<file path="config.mk">
export PLATFORM = sky130hd
export DESIGN_NAME = rail_power_sequencer
export DESIGN_NICKNAME = d
export VERILOG_FILES = /design/src/rail_seq_pkg.sv /design/src/rail_ms_tick.sv /design/src/rail_power_sequencer.sv
export SDC_FILE = /design/constraint.sdc
export NUM_CORES = 1
export LEC_CHECK = 0
export ABC_AREA = 1
export BUFFER_PORTS_ARGS = -buffer_cell sky130_fd_sc_hd__buf_2
export CAP_MARGIN = 5
export CORE_UTILIZATION = 55
export DETAILED_ROUTE_END_ITERATION = 6
export HOLD_SLACK_MARGIN = 0.08
export PLACE_DENSITY = 0.76
export SYNTH_ARGS = -nofsm -noshare
export SYNTH_HDL_FRONTEND = slang
export SYNTH_SLANG_ARGS = --single-unit
</file>
<file path="constraint.sdc">
create_clock -name i_clk -period 5.75 [get_ports i_clk]
set_input_delay 0 -clock i_clk [delete_from_list [all_inputs] [get_ports i_clk]]
set_output_delay 0 -clock i_clk [all_outputs]
set_load 0.01 [all_outputs]
</file>
<file path="src/rail_seq_pkg.sv">
// rail_seq_pkg: register map, field layout, reset values, timing and
// carrier types for the rail power sequencer.
// assumes a 100 MHz core clock and a one-millisecond sequencing time base.
package rail_seq_pkg;

    // ----------------------------------------------------------------
    // clock and time base
    // ----------------------------------------------------------------
    localparam int CLK_NS      = 10;
    localparam int MS_NS       = 1000000;
    localparam int TICK_CYCLES = MS_NS / CLK_NS;
    localparam int MS_PER_S    = 1000;

    // ----------------------------------------------------------------
    // sequencing times, in their own units, then in ms ticks
    // ----------------------------------------------------------------
    localparam int WAIT_REQ_S    = 20;
    localparam int PRESS_SHORT_S = 8;
    localparam int PRESS_LONG_S  = 15;
    localparam int PD_TOTAL_MS   = 500;
    localparam int GAP_MIN_MS    = 2;
    localparam int GAP_STRETCH   = 10;
    localparam logic [14:0] WAIT_REQ_TMR = 15'(WAIT_REQ_S * MS_PER_S);
    localparam logic [13:0] PRESS_SHORT  = 14'(PRESS_SHORT_S * MS_PER_S);
    localparam logic [13:0] PRESS_LONG   = 14'(PRESS_LONG_S * MS_PER_S);
    localparam logic [14:0] PD_TOTAL_TMR = 15'(PD_TOTAL_MS);
    localparam logic [5:0]  GAP_BASE     = 6'(GAP_MIN_MS);
    localparam logic [5:0]  GAP_MULT     = 6'(GAP_STRETCH);

    // ----------------------------------------------------------------
    // strobes and rails
    // ----------------------------------------------------------------
    localparam int NRAIL = 5;
    localparam int SEQ_W = 4;
    localparam int GAP_W = 2;
    localparam int NGAP  = 9;
    localparam logic [3:0] STROBE_FIRST = 4'h1;
    localparam logic [3:0] STROBE_LIVE  = 4'h3;
    localparam logic [3:0] STROBE_LAST  = 4'ha;
    localparam logic [3:0] SEQ_NONE     = 4'h0;

    // ----------------------------------------------------------------
    // register map (byte addresses) and fields
    // ----------------------------------------------------------------
    localparam int ADDR_W = 12;
    localparam logic [11:0] ADDR_CTRL = 12'h000;
    localparam logic [11:0] ADDR_SEQ  = 12'h004;
    localparam logic [11:0] ADDR_GAP  = 12'h008;
    localparam logic [11:0] ADDR_ENA  = 12'h00c;
    localparam logic [11:0] ADDR_STAT = 12'h010;
    localparam int CTRL_STRETCH = 0;
    localparam int CTRL_LONGSEL = 1;
    localparam int CTRL_SUSPEND = 2;
    localparam int ENA_LS       = 5;
    localparam logic [2:0]  CTRL_RST = 3'h1;
    localparam logic [19:0] SEQ_RST  = 20'h7_6543;
    localparam logic [17:0] GAP_RST  = 18'h0_0000;

    typedef enum logic [2:0] {
        ST_OFF     = 3'b000,
        ST_WAIT    = 3'b001,
        ST_ACTIVE  = 3'b010,
        ST_SUSPEND = 3'b011,
        ST_RECOVER = 3'b100,
        ST_PDOWN   = 3'b101
    } pstate_t;

    typedef struct packed {
        logic              psel;
        logic              penable;
        logic              pwrite;
        logic [ADDR_W-1:0] paddr;
        logic [31:0]       pwdata;
    } apb_req_t;

    typedef struct packed {
        logic        pready;
        logic        pslverr;
        logic [31:0] prdata;
    } apb_rsp_t;

    typedef struct packed {
        logic button;
        logic line;
        logic host;
        logic lockout;
        logic thermal;
        logic rail_fault;
    } pins_t;

    // released button and line sit high, host request low
    localparam pins_t PINS_IDLE = 6'b11_0000;

endpackage
</file>
<file path="src/rail_ms_tick.sv">
// rail_ms_tick: one-cycle pulse every CYCLES clocks, restartable.
// assumes i_restart comes from logic on the same clock.
`timescale 1ns/10ps
`default_nettype none
module rail_ms_tick #(
    parameter int CYCLES = 100000
) (
    input  wire logic i_clk,
    input  wire logic i_rstn,
    input  wire logic i_restart,
    output logic      o_tick
);
    localparam int W = $clog2(CYCLES);

    typedef struct packed {
        logic [W-1:0] cnt;
        logic         tick;
    } tick_state_t;

    tick_state_t q;
    tick_state_t n;

    // ----------------------------------------------------------------
    // divider
    // ----------------------------------------------------------------
    // restart realigns the phase so timed intervals are whole periods
    always_comb
    begin
        n = q;
        n.tick = 1'b0;
        if (i_restart)
        begin
            n.cnt = '0;
        end
        else if (q.cnt == W'(CYCLES - 1))
        begin
            n.cnt  = '0;
            n.tick = 1'b1;
        end
        else
        begin
            n.cnt = q.cnt + W'(1);
        end
    end

    always_ff @(posedge i_clk)
    begin
        if (!i_rstn)
            q <= '0;
        else
            q <= n;
    end

    assign o_tick = q.tick;

endmodule
`default_nettype wire

</file>
<file path="src/rail_power_sequencer.sv">
// rail_power_sequencer: power-state machine and ten-strobe rail sequencer
// with an APB register slave.
// assumes pins are asynchronous and i_rstn is held low while bias is lost.
//
// Summary of operation
// (RL1) power-up walks ten strobes with nine gaps; strobes enable their rails
// (RL2) each rail holds one strobe number; several rails may share a strobe
// (RL3) each gap is selectable from 2 ms to 5 ms
// (RL4) strobe one fires at once, then each gap precedes the next strobe
// (RL5) off wakes on button/line fall, host high, or boot with line low
// (RL6) suspend wakes on button/line fall or host high, unless blocked
// (RL7) wake enters await state; released inputs and no host for 20 s -> off
// (RL8) host request moves to active; there host request low, a fault or a long press ends it
// (RL9) rails with strobe zero are never touched by sequencing; the code drops them at power-down start when going to off or recovery
// (RL10) rail enable register refuses access while sequencing runs
// (RL11) rail enable bits always show actual rail state
// (RL12) power-down walks strobes ten downward, disabling and discharging rails
// (RL13) power-down gaps stretch tenfold under one global stretch bit
// (RL14) power-down always ends exactly 500 ms after it starts
// (RL15) in active, host request low starts power-down
// (RL16) button held over 8 s, or 15 s if selected, starts power-down
// (RL17) thermal, lockout or rail fault starts power-down
// (RL18) going to suspend leaves unsequenced rails as they were
// (RL19) going to off or recovery drops unsequenced rails at start
// (RL20) load switch turns off on entering off or recovery
// (RL21) on bias loss core resets, rails off with discharge on
// (RL22) strobes one and two carry no rails, yet their gaps elapse
// (RL23) rails-good is low during power-down and suspend
// (RL24) all times count the ms time base, restarted on timed entries
`timescale 1ns/10ps
`default_nettype none
module rail_power_sequencer
    import rail_seq_pkg::*;
#(
    parameter int TICK_CYCLES_P = TICK_CYCLES
) (
    input  wire logic             i_clk,
    input  wire logic             i_rstn,
    input  wire apb_req_t         i_apb,
    input  wire pins_t            i_pins,
    output apb_rsp_t              o_apb,
    output logic [NRAIL-1:0]      o_rail_en,
    output logic [NRAIL-1:0]      o_rail_discharge,
    output logic                  o_load_switch,
    output logic                  o_rails_good_out
);

    // ----------------------------------------------------------------
    // state
    // ----------------------------------------------------------------
    typedef struct packed {
        pins_t      s1;
        pins_t      s2;
        pins_t      prev;
        logic [1:0] boot;
        pstate_t    st;
        pstate_t    tgt;
        logic       pu_busy;
        logic       pdone;
        logic [3:0] step;
        logic [5:0] gap;
        logic [14:0] tmr;
        logic [13:0] press;
        logic [2:0] ctrl;
        logic [NRAIL*SEQ_W-1:0] seq;
        logic [NGAP*GAP_W-1:0]  gaps;
        logic [NRAIL-1:0] rail_en;
        logic [NRAIL-1:0] dis;
        logic       ls;
        logic       good;
        logic       restart;
        apb_rsp_t   rsp;
    } sq_t;

    // bias loss holds reset: every rail off with its discharge path on
    localparam sq_t SQ_RST = '{s1: PINS_IDLE, s2: PINS_IDLE, prev: PINS_IDLE,
                               boot: 2'h3, st: ST_OFF, tgt: ST_OFF,
                               ctrl: CTRL_RST, seq: SEQ_RST, gaps: GAP_RST,
                               dis: '1, default: '0}; // [RL21]

    sq_t  q;
    sq_t  n;
    logic tick;

    // ----------------------------------------------------------------
    // decoding helpers
    // ----------------------------------------------------------------
    // one 4-bit field per rail, so a rail can only match one strobe
    function automatic logic [NRAIL-1:0] strobe_mask(
        input logic [NRAIL*SEQ_W-1:0] seq,
        input logic [3:0]             k
    );
        logic [NRAIL-1:0] m;
        m = '0;
        for (int i = 0; i < NRAIL; i++)
            m[i] = (seq[i*SEQ_W +: SEQ_W] == k); // [RL2]
        return m;
    endfunction

    // gap number g (1..9) in ms; code 0..3 selects 2..5 ms
    function automatic logic [5:0] gap_ms(
        input logic [NGAP*GAP_W-1:0] gaps,
        input logic [3:0]            g,
        input logic                  stretch
    );
        logic [5:0] base;
        base = {4'h0, gaps[(int'(g) - 1)*GAP_W +: GAP_W]} + GAP_BASE; // [RL3]
        return stretch ? 6'(base * GAP_MULT) : base; // [RL13]
    endfunction

    // power-down entry; suspend keeps unsequenced rails as they are
    function automatic sq_t go_down(input sq_t s, input pstate_t t);
        logic [NRAIL-1:0] m0;
        m0 = strobe_mask(s.seq, SEQ_NONE);
        s.st      = ST_PDOWN;
        s.tgt     = t;
        s.pu_busy = 1'b0;
        s.pdone   = 1'b0;
        s.step    = STROBE_LAST; // [RL12]
        s.gap     = '0;
        s.tmr     = '0;
        s.restart = 1'b1;
        if (t != ST_SUSPEND) // [RL18]
        begin
            s.rail_en = s.rail_en & ~m0; // [RL19]
            s.dis     = s.dis | m0;
        end
        return s;
    endfunction

    function automatic sq_t go_wake(input sq_t s);
        s.st      = ST_WAIT; // [RL7]
        s.pu_busy = 1'b1;
        s.step    = STROBE_FIRST;
        s.gap     = '0;
        s.tmr     = '0;
        s.restart = 1'b1;
        return s;
    endfunction

    // ----------------------------------------------------------------
    // time base
    // ----------------------------------------------------------------
    rail_ms_tick #(
        .CYCLES (TICK_CYCLES_P)
    ) u_tick (
        .i_clk     (i_clk),
        .i_rstn    (i_rstn),
        .i_restart (q.restart),
        .o_tick    (tick)
    );

    // ----------------------------------------------------------------
    // next-state logic
    // ----------------------------------------------------------------
    logic       btn_fall;
    logic       line_fall;
    logic       blocked;
    logic       fault;
    logic       long_press;
    logic       busy;
    logic       acc;
    logic [13:0] held;

    always_comb
    begin
        n         = q;
        n.restart = 1'b0;
        // two-flop synchronisers; edges are taken past the second flop
        n.s1      = i_pins;
        n.s2      = q.s1;
        n.prev    = q.s2;
        if (q.boot != 2'h0)
            n.boot = q.boot - 2'h1;

        btn_fall   = q.prev.button & ~q.s2.button;
        line_fall  = q.prev.line & ~q.s2.line;
        blocked    = q.s2.lockout | q.s2.thermal;
        fault      = blocked | q.s2.rail_fault;
        held       = q.ctrl[CTRL_LONGSEL] ? PRESS_LONG : PRESS_SHORT;
        long_press = (q.press >= held);
        busy       = q.pu_busy | (q.st == ST_PDOWN);
        acc        = i_apb.psel & i_apb.penable;

        // ms counters; saturate so a long stay never wraps
        if (tick && q.tmr != '1)
            n.tmr = q.tmr + 15'h1; // [RL24]
        if (q.s2.button)
            n.press = '0;
        else if (tick && q.press != '1)
            n.press = q.press + 14'h1;

        // apb: one wait state, answer and error decided before pready
        n.rsp.pready  = acc & ~q.rsp.pready;
        n.rsp.pslverr = 1'b0;
        n.rsp.prdata  = '0;
        if (acc && !q.rsp.pready)
        begin
            case (i_apb.paddr)
                ADDR_CTRL: n.rsp.prdata = {29'h0, q.ctrl};
                ADDR_SEQ:  n.rsp.prdata = {12'h0, q.seq};
                ADDR_GAP:  n.rsp.prdata = {14'h0, q.gaps};
                ADDR_ENA:
                begin
                    n.rsp.prdata  = {26'h0, q.ls, q.rail_en}; // [RL11]
                    n.rsp.pslverr = busy; // [RL10]
                end
                ADDR_STAT: n.rsp.prdata = {24'h0, q.step, busy, q.st};
                default:   n.rsp.pslverr = 1'b1;
            endcase
        end
        // write lands on the completing edge unless refused
        if (acc && q.rsp.pready && i_apb.pwrite && !q.rsp.pslverr)
        begin
            case (i_apb.paddr)
                ADDR_CTRL: n.ctrl = i_apb.pwdata[2:0];
                ADDR_SEQ:  n.seq  = i_apb.pwdata[NRAIL*SEQ_W-1:0];
                ADDR_GAP:  n.gaps = i_apb.pwdata[NGAP*GAP_W-1:0];
                ADDR_ENA:
                begin
                    n.rail_en = i_apb.pwdata[NRAIL-1:0];
                    n.ls      = i_apb.pwdata[ENA_LS];
                    n.dis     = ~i_apb.pwdata[NRAIL-1:0];
                end
                default: n.ctrl = q.ctrl;
            endcase
        end

        // power states
        case (q.st)
            ST_OFF:
            begin
                if (!blocked && (btn_fall || line_fall || q.s2.host
                    || (q.boot == 2'h1 && !q.s2.line)))
                    n = go_wake(n); // [RL5]
            end
            ST_SUSPEND:
            begin
                if (fault)
                    n = go_down(n, ST_RECOVER); // [RL17]
                else if (long_press)
                    n = go_down(n, ST_OFF); // [RL16]
                else if (btn_fall || line_fall || q.s2.host)
                    n = go_wake(n); // [RL6]
            end
            ST_WAIT:
            begin
                if (fault)
                    n = go_down(n, ST_RECOVER); // [RL17]
                else if (long_press)
                    n = go_down(n, ST_OFF); // [RL16]
                else if (q.s2.host)
                    n.st = ST_ACTIVE; // [RL8]
                else if (q.s2.button && q.s2.line && q.tmr >= WAIT_REQ_TMR)
                    n = go_down(n, ST_OFF); // [RL7]
            end
            ST_ACTIVE:
            begin
                // line detect is not looked at here
                if (fault)
                    n = go_down(n, ST_RECOVER); // [RL17]
                else if (long_press)
                    n = go_down(n, ST_OFF); // [RL16]
                else if (!q.s2.host) // [RL8]
                    n = go_down(n, q.ctrl[CTRL_SUSPEND] ? ST_SUSPEND : ST_OFF); // [RL15]
            end
            ST_RECOVER:
            begin
                if (!fault)
                    n = go_wake(n);
            end
            ST_PDOWN:
            begin
                if (tick && q.tmr == PD_TOTAL_TMR - 15'h1)
                begin
                    n.st  = q.tgt; // [RL14]
                    n.tmr = '0;
                    if (q.tgt != ST_SUSPEND)
                        n.ls = 1'b0; // [RL20]
                end
            end
            default: n.st = ST_OFF;
        endcase

        // power-up strobes; a power-down taking over cancels the walk
        if (q.pu_busy && n.st != ST_PDOWN)
        begin
            if (q.gap == '0)
            begin
                if (q.step >= STROBE_LIVE) // [RL22]
                begin
                    n.rail_en = n.rail_en | strobe_mask(q.seq, q.step); // [RL1]
                    n.dis     = n.dis & ~strobe_mask(q.seq, q.step);
                end
                if (q.step == STROBE_LAST)
                    n.pu_busy = 1'b0;
                else
                begin
                    n.step = q.step + 4'h1; // [RL4]
                    n.gap  = gap_ms(q.gaps, q.step, 1'b0);
                end
            end
            else if (tick)
                n.gap = q.gap - 6'h1;
        end

        // power-down strobes; the walk stops after strobe three
        if (q.st == ST_PDOWN && n.st == ST_PDOWN && !q.pdone)
        begin
            if (q.gap == '0)
            begin
                n.rail_en = n.rail_en & ~strobe_mask(q.seq, q.step); // [RL12]
                n.dis     = n.dis | strobe_mask(q.seq, q.step);
                if (q.step == STROBE_LIVE) // [RL22]
                    n.pdone = 1'b1;
                else
                begin
                    n.step = q.step - 4'h1;
                    n.gap  = gap_ms(q.gaps, q.step - 4'h1, q.ctrl[CTRL_STRETCH]);
                end
            end
            else if (tick)
                n.gap = q.gap - 6'h1;
        end

        // rails-good only when awake, walk finished and rails healthy
        n.good = (n.st == ST_WAIT || n.st == ST_ACTIVE) && !n.pu_busy
                 && !q.s2.rail_fault && (n.rail_en != '0); // [RL23]
    end

    always_ff @(posedge i_clk)
    begin
        if (!i_rstn)
            q <= SQ_RST;
        else
            q <= n;
    end

    // ----------------------------------------------------------------
    // outputs
    // ----------------------------------------------------------------
    assign o_apb            = q.rsp;
    assign o_rail_en        = q.rail_en;
    assign o_rail_discharge = q.dis;
    assign o_load_switch    = q.ls;
    assign o_rails_good_out = q.good;
endmodule
`default_nettype wire

</file>
==> metrics.txt, run 1 <==
status complete, no violations; Mean Syn Cell Area 6.84 um2; clock sink count 156; critical path arrival 3.79 ns; post-route setup slack 2.32 ns; P_int 1.87 mW; Sw Ratio 29.0%; fraction of layout cells with a size suffix above 1 12.9%; RSZ-0062 raised after global routing no; Startpoint Class register; dpl hpwl 16600 um; port bufs 76; Via Count 8656; starting density of the core 56.2%; critical path buffer and inverter count 3; All-Layer GR Usage 28.7%; achievable frequency 291 MHz; WS Path Type register to register; Routability Congestion 1.01; Clock power frac 44.2%; vias per cell 5.39; Yosys warning count 0; worst min path class input port to register; Setup TNS Final 0 ns; CP Max Fanout 16; Worst Clk Skew 0.00992 ns; worst slack at placement 2.37 ns; Critical Path End Type register; fillers 1443; initial antenna violation count 0; Post-Synthesis Cells 1304; flops & latches, synth 156; Final ANT Viol Nets 0; drt pass-1 iters 6; clk root buf clkbuf_16; gr ovfl total 0; crit-path max cell delay 0.82 ns; TritonCTS clock tree built; asr flop ratio synth 0%; Final Max Slew Viols 0; Top delay family on crit path flip-flops; total of max-cap violations 0; H-Tree Depth 4; Die W 129 um; register share of total power 43.0%; top post-synthesis cells by count nand2_1 (286), nor2_1 (163), inv_1 (162), dfxtp_1 (156); Rel. slew slack 43.5%; DIE HEIGHT 129 um; setup bufs post-CTS 0; critical path's slowest cell dfxtp_1; Fin. Hold Viols 0; fin crit share 59.7%; I/O pins 101; core area 15900 um2; die area 16700 um2; top-count cell post-synth nand2_1; Post-synth EDFFs 0; final WL 23200 um; Synth area leaders dfxtp_1 (35%), nand2_1 (12%), nor2_1 (6.9%); vias in the first global route 7880; Post-Syn Area 8920 um2; clock buffer depth 2; layout overhead on the synthesized area 13.5%; global-route wire length before repair 37500 um; area leader, netlist dfxtp_1; Nets 1456; PwrDens 261 nW/um2; sequential share of the synthesized area 35.0%; wire length per cell 14.5 um; total power 2.64 mW; worst skew pair latency 0.43 ns; Setup-failing EPs final 0; share of the synthesized area in the top cell type 35.0%; Synth cell types 54; Pleak 4.41 nW; minimum clock period 3.43 ns; n_diodes 0; Hold Slack 0.0907 ns; VDD IR-drop max 0.000237 V; # DRC 0; P_sw 0.767 mW; post-layout util 63.8%; row count 46; Post-synth top flop dfxtp_1; cells along the critical path inv_1, ha_1, nand2_1, nor2_1, nand2_1, inv_1, or2_1, inv_1, a32oi_1, ha_1, o21ai_0, nand2_1, a21oi_1; Comb power frac 12.8%; largest net degree at the start of global routing 53; Worst-Margin Slew 0.845 ns; drt first-iter violations 727; TritonCTS buffer count 17; Worst EP required 6.11 ns; clk slew on worst S/H paths 0.07 ns
[path summary, 6_finish.rpt]
kind | start | to | slack, ns | depth (start not counted)
worst max-delay path | q[123] | q[120] | 2.32 | 13
worst min-delay path | i_apb[34] | q[77] | 0.09 | 5
worst max register to register | q[123] | q[120] | 2.32 | 13
worst min register to register | q[151] | q[145] | 0.41 | 2
[cell families (layout without fill, tap and decap cells)]
kind of cell	count (synthesis)	in the layout	share of synthesized area, %
AO/OA/AOI/OAI	204	204	13.7
AND/OR/NAND/NOR	628	628	31.1
adder cells (fa/ha/maj)	24	24	3.36
XOR/XNOR	39	39	3.83
other	1	12	0.0420
flip-flops	156	156	35.0
multiplexers	3	3	0.336
buffers and inverters	249	324	12.7
[power by group through the flow]
stage	registers (mW)	logic, mW	clock network [mW]
final	1.14	0.338	1.17
after floorplan	1.14	0.252	0
after global routing	1.14	0.382	1.22
after CTS	1.13	0.333	1.17
after global placement	1.16	0.309	0
after detailed placement	1.16	0.313	0
[sequential cells by signal (all words and copies together) (netlist names)]
register	flops
u_tick.o_tick	1
u_tick.q	17
o_rail_en	5
o_load_switch	1
q	104
o_rails_good_out	1
o_apb	22
o_rail_discharge	5
[per-layer routing]
metal	up-vias	share of wire [%]	track usage, %
met5	-	0	0
met4	0	4.2	15.6
met3	68	7.4	5.41
met2	405	44	46.0
met1	3871	44	36.5
li1	4312	-	-
[worst reg2reg max path: stages (launching register included)]
cell and delay (ns):
dfxtp_1 0.82, inv_1 0.28, ha_1 0.47, nand2_1 0.24, nor2_1 0.23, nand2_1 0.10
inv_1 0.08, or2_1 0.09, inv_1 0.04, a32oi_1 0.35, ha_1 0.30, o21ai_0 0.16
nand2_1 0.06, a21oi_1 0.14
[layout make-up]
class	instances	area [um2]	area share, %
clock buffers	17	425	4.20
clock inverters	15	178	1.75
inverters	178	672	6.63
multi-input cells	910	4710	46.5
flip-flops and latches	156	3120	30.8
well taps	216	270	2.67
repair buffers	114	751	7.41
[per-stage QoR]
stage          area (um2)  instances
6_report            10100       1606
5_1_grt             10100       1606
4_1_cts             10100       1606
3_5_place_dp         9190       1540
3_3_place_gp         9190       1540
2_1_floorplan        8970       1315
[cell usage in the layout (no fill, tap or decap), types with 6 or more instances in the layout]
cell type / count
nor3_1: 25
nand2_2: 10
a21oi_1: 64
inv_2: 12
nand2_1: 286
nor2_4: 6
or2_2: 8
o21ai_2: 8
nand3_1: 69
nand4_1: 19
o211ai_1: 7
nor2_2: 9
nor2_1: 163
ha_1: 24
inv_1: 162
conb_1: 12
nor4_1: 11
o21ai_1: 6
o21ai_0: 69
xor2_1: 34
dlygate4sd3_1: 34
dfxtp_1: 156
clkbuf_16: 17
o22ai_1: 12
a211oi_1: 16
buf_2: 76
[what timing repair did]
action                                 4_1_cts  5_1_grt
gates resized for setup                      0        0
endpoints found under the hold margin       57        0
hold buffers                                34        0
(Power assumes the default switching activity.)
==> run 2: changes to the inputs <==
--- a/config.mk
+++ b/config.mk
@@ -5,7 +5,7 @@
 export SDC_FILE = /design/constraint.sdc
 export NUM_CORES = 1
 export LEC_CHECK = 0
-export ABC_AREA = 1
+export ABC_AREA = 0
 export BUFFER_PORTS_ARGS = -buffer_cell sky130_fd_sc_hd__buf_2
 export CAP_MARGIN = 5
 export CORE_UTILIZATION = 55
==> constraint.sdc (replaced) <==
create_clock -name i_clk -period 3.6 [get_ports i_clk]
set_input_delay 0 -clock i_clk [delete_from_list [all_inputs] [get_ports i_clk]]
set_output_delay 0 -clock i_clk [all_outputs]
set_load 0.01 [all_outputs]
==> metrics.txt, run 2 <==
status finished with violations (was complete, no violations); failing checks DRC; sequential share of the synthesized area 36.7% (was 35.0%); asr flop ratio synth 0% (unchanged); WS Path Type register to register (unchanged); drt first-iter violations 1102 (was 727); All-Layer GR Usage 30.0% (was 28.7%); gr ovfl total 0 (unchanged); port bufs 76 (unchanged); total of max-cap violations 0 (unchanged); Startpoint Class register (unchanged); reg2reg end q[125] (was q[120]); wire length per cell 18.3 um (was 14.5 um); flops & latches, synth 156 (unchanged); PwrDens 455 nW/um2 (was 261 nW/um2); clock buffer depth 2 (unchanged); top post-synthesis cells by count dfxtp_1 (156), nor2_1 (156), nand2_1 (111), xor2_1 (47), a21oi_1 (46) (was nand2_1 (286), nor2_1 (163), inv_1 (162), dfxtp_1 (156)); largest net degree at the start of global routing 48 (was 53); core area 15100 um2 (was 15900 um2); total power 4.44 mW (was 2.64 mW); Setup TNS Final 0 ns (unchanged); # DRC 62 (was 0); TritonCTS buffer count 17 (unchanged); fin crit share 91.7% (was 59.7%); area leader, netlist dfxtp_1 (unchanged); cells along the critical path inv_1, ha_1, and4b_1, a2111oi_4, o221a_2, a21o_4, nand3_2, a21boi_4, nand2_1, or4b_1, a31oi_1 (was inv_1, ha_1, nand2_1, nor2_1, nand2_1, inv_1, or2_1, inv_1, a32oi_1, ha_1, o21ai_0, nand2_1, a21oi_1); placed cells 1211 (was 1540); I/O pins 101 (unchanged); most flop-heavy register q (unchanged); die area 16000 um2 (was 16700 um2); critical path arrival 3.66 ns (was 3.79 ns); fraction of layout cells with a size suffix above 1 14.3% (was 12.9%); Worst Clk Skew 0.0108 ns (was 0.00992 ns); Synth cell types 83 (was 54); Yosys warning count 0 (unchanged); critical path's slowest cell or4b_1 (was dfxtp_1); Critical R2R Launch q[86] (was q[123]); setup bufs post-CTS 0 (unchanged); Final ANT Viol Nets 0 (unchanged); Mean Syn Cell Area 8.40 um2 (was 6.84 um2); RSZ-0062 raised after global routing no (unchanged); crit-path max cell delay 0.47 ns (was 0.82 ns); worst skew pair latency 0.44 ns (was 0.43 ns); share of the synthesized area in the top cell type 36.7% (was 35.0%); Post-Synthesis Cells 1012 (was 1304); Fin. Hold Viols 0 (unchanged); Worst Reg2Reg Path Length in Cells 11 (was 13); Setup-failing EPs final 0 (unchanged); Pleak 3.89 nW (was 4.41 nW); row count 45 (was 46); Top delay family on crit path compound AO/OA/AOI/OAI gates (was flip-flops); clk slew on worst S/H paths 0.06 ns (was 0.07 ns); CP Max Fanout 9 (was 16); drt pass-1 iters 7 (was 6); starting density of the core 56.1% (was 56.2%); clock sink count 156 (unchanged); hold path startpoint i_apb[36] (was i_apb[34]); final WL 23400 um (was 23200 um); TritonCTS clock tree built (unchanged); vias per cell 6.10 (was 5.39); commonest non-fill, non-tap cell in the layout nor2_1 (was nand2_1); Worst Hold Depth 5 (unchanged); Nets 1159 (was 1456); global-route wire length before repair 37600 um (was 37500 um); H-Tree Depth 4 (unchanged); R2R Setup Slk 0.30 ns (was 2.32 ns); Hold Path End o_apb[3] (was q[77]); Die W 126 um (was 129 um); Routability Congestion 0.949 (was 1.01); achievable frequency 303 MHz (was 291 MHz); Critical Path End Type register (unchanged); minimum clock period 3.30 ns (was 3.43 ns); clk root buf clkbuf_16 (unchanged); Synth area leaders dfxtp_1 (37%), nor2_1 (6.9%), nand2_1 (4.9%) (was dfxtp_1 (35%), nand2_1 (12%), nor2_1 (6.9%)); worst min path class input port to register (unchanged); VDD IR-drop max 0.000392 V (was 0.000237 V); Post-Syn Area 8500 um2 (was 8920 um2); Final Non-Filler Cells 1279 (was 1606); most frequent cells in the layout nor2_1 (156), dfxtp_1 (155), nand2_1 (111) (was nand2_1 (286), nor2_1 (163), inv_1 (162)); DIE HEIGHT 126 um (was 129 um); Worst EP required 3.96 ns (was 6.11 ns); dpl hpwl 15700 um (was 16600 um); Post-synth top flop dfxtp_1 (unchanged); Hold Slack 0.283 ns (was 0.0907 ns); max reg flops 104 (unchanged); Worst-Margin Slew 0.821 ns (was 0.845 ns); layout overhead on the synthesized area 14.7% (was 13.5%); Final Max Slew Viols 0 (unchanged); Post-synth EDFFs 0 (unchanged); initial antenna violation count 0 (unchanged); vias in the first global route 7359 (was 7880); Critical Path Source q[86] (was q[123]); n_diodes 0 (unchanged); Rel. slew slack 45.2% (was 43.5%); critical path buffer and inverter count 1 (was 3); Via Count 7808 (was 8656)
==> run 2: how the worst max path moves through the flow <==
stage | to | slack, ns | depth (start not counted)
4_1_cts | q[125] | 0.22 | 11
5_1_grt | o_rails_good_out | 0.09 | 11
3_3_place_gp | q[119] | 0.31 | 11
3_5_place_dp | q[125] | 0.27 | 11
2_1_floorplan | q[119] | 0.36 | 13
6_report | q[125] | 0.30 | 11
==> run 2: final cells by class <==
type / count / area, um2
repair buffers: 130 / 878
inverters: 24 / 90.1
clock inverters: 9 / 140
flip-flops and latches: 156 / 3120
fillers: 1262 / 5390
multi-input cells: 751 / 4820
clock buffers: 21 / 460
well taps: 188 / 235
==> run 2: layer usage <==
layer  GRT usage (%)  up-vias  wire (um)
li1                -     3652          -
met1            38.9     3628       9640
met2            45.9      430      10300
met3            9.70       98       2620
met4            12.8        0        823
met5               0        -          0
==> run 2: cell families (layout without fill, tap and decap cells) <==
family / after synthesis / count (layout) / share of synthesized area [%]
other: 1 / 12 / 0.0441
adders and majority gates: 24 / 24 / 3.53
and+or+nand+nor: 417 / 417 / 23.0
buffers and inverters: 116 / 184 / 7.11
DFF: 156 / 156 / 36.7
muxes: 46 / 46 / 6.68
xor gates and xnor gates: 66 / 66 / 6.80
AOI/OAI and AO/OA: 186 / 186 / 16.1
==> run 2: worst min-delay path, stage by stage <==
cell,delay (ns)
buf_2,0.22
a32oi_1,0.14
nor2_1,0.10
a221oi_1,0.11
nor2_1,0.11
==> run 2: power breakdown <==
| part | switching, mW | leakage (nW) | total [mW] | internal [mW] |
|---|---|---|---|---|
| combinational | 0.484 | 2.34 | 0.787 | 0.303 |
| clock | 0.726 | 0.285 | 1.85 | 1.12 |
| sequential | 0.0356 | 1.26 | 1.80 | 1.77 |
| total | 1.25 | 3.89 | 4.44 | 3.19 |
==> run 2: metrics by stage <==
stage	cell area [um2]	util (%)	worst slack, ns
after global placement	8770	57.9	0.311
after global routing	9750	64.4	0.0897
after floorplan	8540	-	0.364
after detailed placement	8770	57.9	0.270
after CTS	9740	64.3	0.216
final	9750	64.4	0.298
==> run 2: repair_timing <==
action,4_1_cts,5_1_grt
endpoints found under the setup margin,0,2
endpoints found under the hold margin,65,0
gates resized for setup,0,1
hold buffers,37,0
==> run 3: changes to the inputs <==
--- a/config.mk
+++ b/config.mk
@@ -5,7 +5,7 @@
 export SDC_FILE = /design/constraint.sdc
 export NUM_CORES = 1
 export LEC_CHECK = 0
-export ABC_AREA = 0
+export ABC_AREA = 1
 export BUFFER_PORTS_ARGS = -buffer_cell sky130_fd_sc_hd__buf_2
 export CAP_MARGIN = 5
 export CORE_UTILIZATION = 55
==> metrics.txt, run 3 (synthesis results as in run 1) <==
Clock power frac 44.0% (was 41.7%); most frequent cells in the layout nand2_1 (286), nor2_1 (163), inv_1 (162) (was nor2_1 (156), dfxtp_1 (155), nand2_1 (111)); final WL 23000 um (was 23400 um); Critical Path End Type register (unchanged); starting density of the core 56.2% (was 56.1%); Sw Ratio 28.6% (was 28.1%); # DRC 0 (was 62); drt pass-1 iters 6 (was 7); Final Max Slew Viols 0 (unchanged); Pleak 4.45 nW (was 3.89 nW); Worst EP required 3.93 ns (was 3.96 ns); clock buffer depth 2 (unchanged); core area 15900 um2 (was 15100 um2); minimum clock period 3.15 ns (was 3.30 ns); worst min path class input port to register (unchanged); drt first-iter violations 809 (was 1102); Fin. Hold Viols 0 (unchanged); Startpoint Class input port (was register); Via Count 8640 (was 7808); total power 4.23 mW (was 4.44 mW); I/O pins 101 (unchanged); Routability Congestion 0.965 (was 0.949); All-Layer GR Usage 28.6% (was 30.0%); WS Path Type input port to register (was register to register); clk root buf clkbuf_16 (unchanged); clock sink count 156 (unchanged); most flop-heavy register q (unchanged); initial antenna violation count 0 (unchanged); CTS resizes 0 (unchanged); Hold Slack 0.0943 ns (was 0.283 ns); fraction of layout cells with a size suffix above 1 13.2% (was 14.3%); CP Max Fanout 25 (was 9); vias per cell 5.36 (was 6.10); TritonCTS buffer count 17 (unchanged); port bufs 76 (unchanged); PwrDens 414 nW/um2 (was 455 nW/um2); largest net degree at the start of global routing 39 (was 48); P_sw 1.21 mW (was 1.25 mW); status complete, no violations (was finished with violations); Setup TNS Final 0 ns (unchanged); critical path arrival 3.48 ns (was 3.66 ns); wire length per cell 14.2 um (was 18.3 um); dpl hpwl 16800 um (was 15700 um); Nets 1463 (was 1159); vias in the first global route 7798 (was 7359); clk slew on worst S/H paths 0.07 ns (was 0.06 ns); achievable frequency 318 MHz (was 303 MHz); Worst-Margin Slew 0.857 ns (was 0.821 ns); Worst Clk Skew 0.00708 ns (was 0.0108 ns); max reg flops 104 (unchanged); register share of total power 42.3% (was 40.6%); layout overhead on the synthesized area 14.3% (was 14.7%); Rel. slew slack 42.6% (was 45.2%); worst slack at placement 0.800 ns (was 0.270 ns); VDD IR-drop max 0.000360 V (was 0.000392 V); commonest non-fill, non-tap cell in the layout nand2_1 (was nor2_1); Final Non-Filler Cells 1613 (was 1279); DIE HEIGHT 129 um (was 126 um); Final ANT Viol Nets 0 (unchanged); row count 46 (was 45); H-Tree Depth 4 (unchanged); Comb power frac 13.7% (was 17.7%); global-route wire length before repair 37300 um (was 37600 um); die area 16700 um2 (was 16000 um2); placed cells 1545 (was 1211); Setup-failing EPs final 0 (unchanged); post-layout util 64.2% (was 64.4%); P_int 3.02 mW (was 3.19 mW); Die W 129 um (was 126 um); fin crit share 87.5% (was 91.7%); Placement Cell Area 9230 um2 (was 8770 um2); post-route setup slack 0.452 ns (was 0.298 ns); final design area excluding fillers 10200 um2 (was 9750 um2); n_diodes 0 (unchanged); worst skew pair latency 0.43 ns (was 0.44 ns); RSZ-0062 raised after global routing no (unchanged); total of max-cap violations 0 (unchanged); TritonCTS clock tree built (unchanged); gr ovfl total 0 (unchanged)
## run 3: power by group through the flow
stage          clock (mW)  sequential [mW]  combinational, mW
2_1_floorplan           0             1.82              0.402
3_3_place_gp            0             1.82              0.533
3_5_place_dp            0             1.82              0.536
4_1_cts              1.89             1.78              0.571
5_1_grt              1.96             1.79              0.648
6_report             1.86             1.79              0.580
## run 3: what timing repair did
item                                   CTS  global route
setup endpoints to repair                0             0
hold buffers                            36             0
endpoints found under the hold margin   61             0
setup buffers                            0             0
## run 3: worst paths after layout
kind              startpoint                to  slack [ns]  cells past startpoint
setup / recovery   i_apb[33]  o_rails_good_out        0.45                     21
hold / removal     i_apb[46]             q[68]        0.09                      5
setup reg to reg       q[86]  o_rails_good_out        0.71                     17
hold reg to reg       q[151]            q[145]        0.41                      2
## run 3: layer usage
metal | GRT usage [%] | vias to the layer above | part of all wire [%]
li1 | - | 4317 | -
met1 | 37.1 | 3957 | 45
met2 | 46.3 | 313 | 45
met3 | 4.95 | 53 | 7.2
met4 | 13.6 | 0 | 3.1
met5 | 0 | - | 0
## run 3: area by class of cell
cell class,count,area (um2)
Clock buffer,18,439
Sequential cell,156,3120
Inverter,178,672
Fill cell,1447,5680
Tap cell,216,270
Clock inverter,14,175
Multi-Input combinational cell,910,4710
Timing Repair Buffer,121,808
## run 3: critical path, stage by stage
cell and delay, ns:
dlygate4sd3_1 0.53, buf_2 0.12, nor2_1 0.09, dlygate4sd3_1 0.57, inv_2 0.05, nor2_2 0.22, nand3_4 0.35, clkinv_2 0.31
nand2_1 0.08, nand2_1 0.09, nand2_1 0.08, nor2_2 0.25, nand2_1 0.11, nand2_1 0.07, nand3_1 0.08, nand2_1 0.06
nand2_1 0.05, nand2_1 0.08, nand3_1 0.10, nor2_1 0.11, nor2_1 0.05
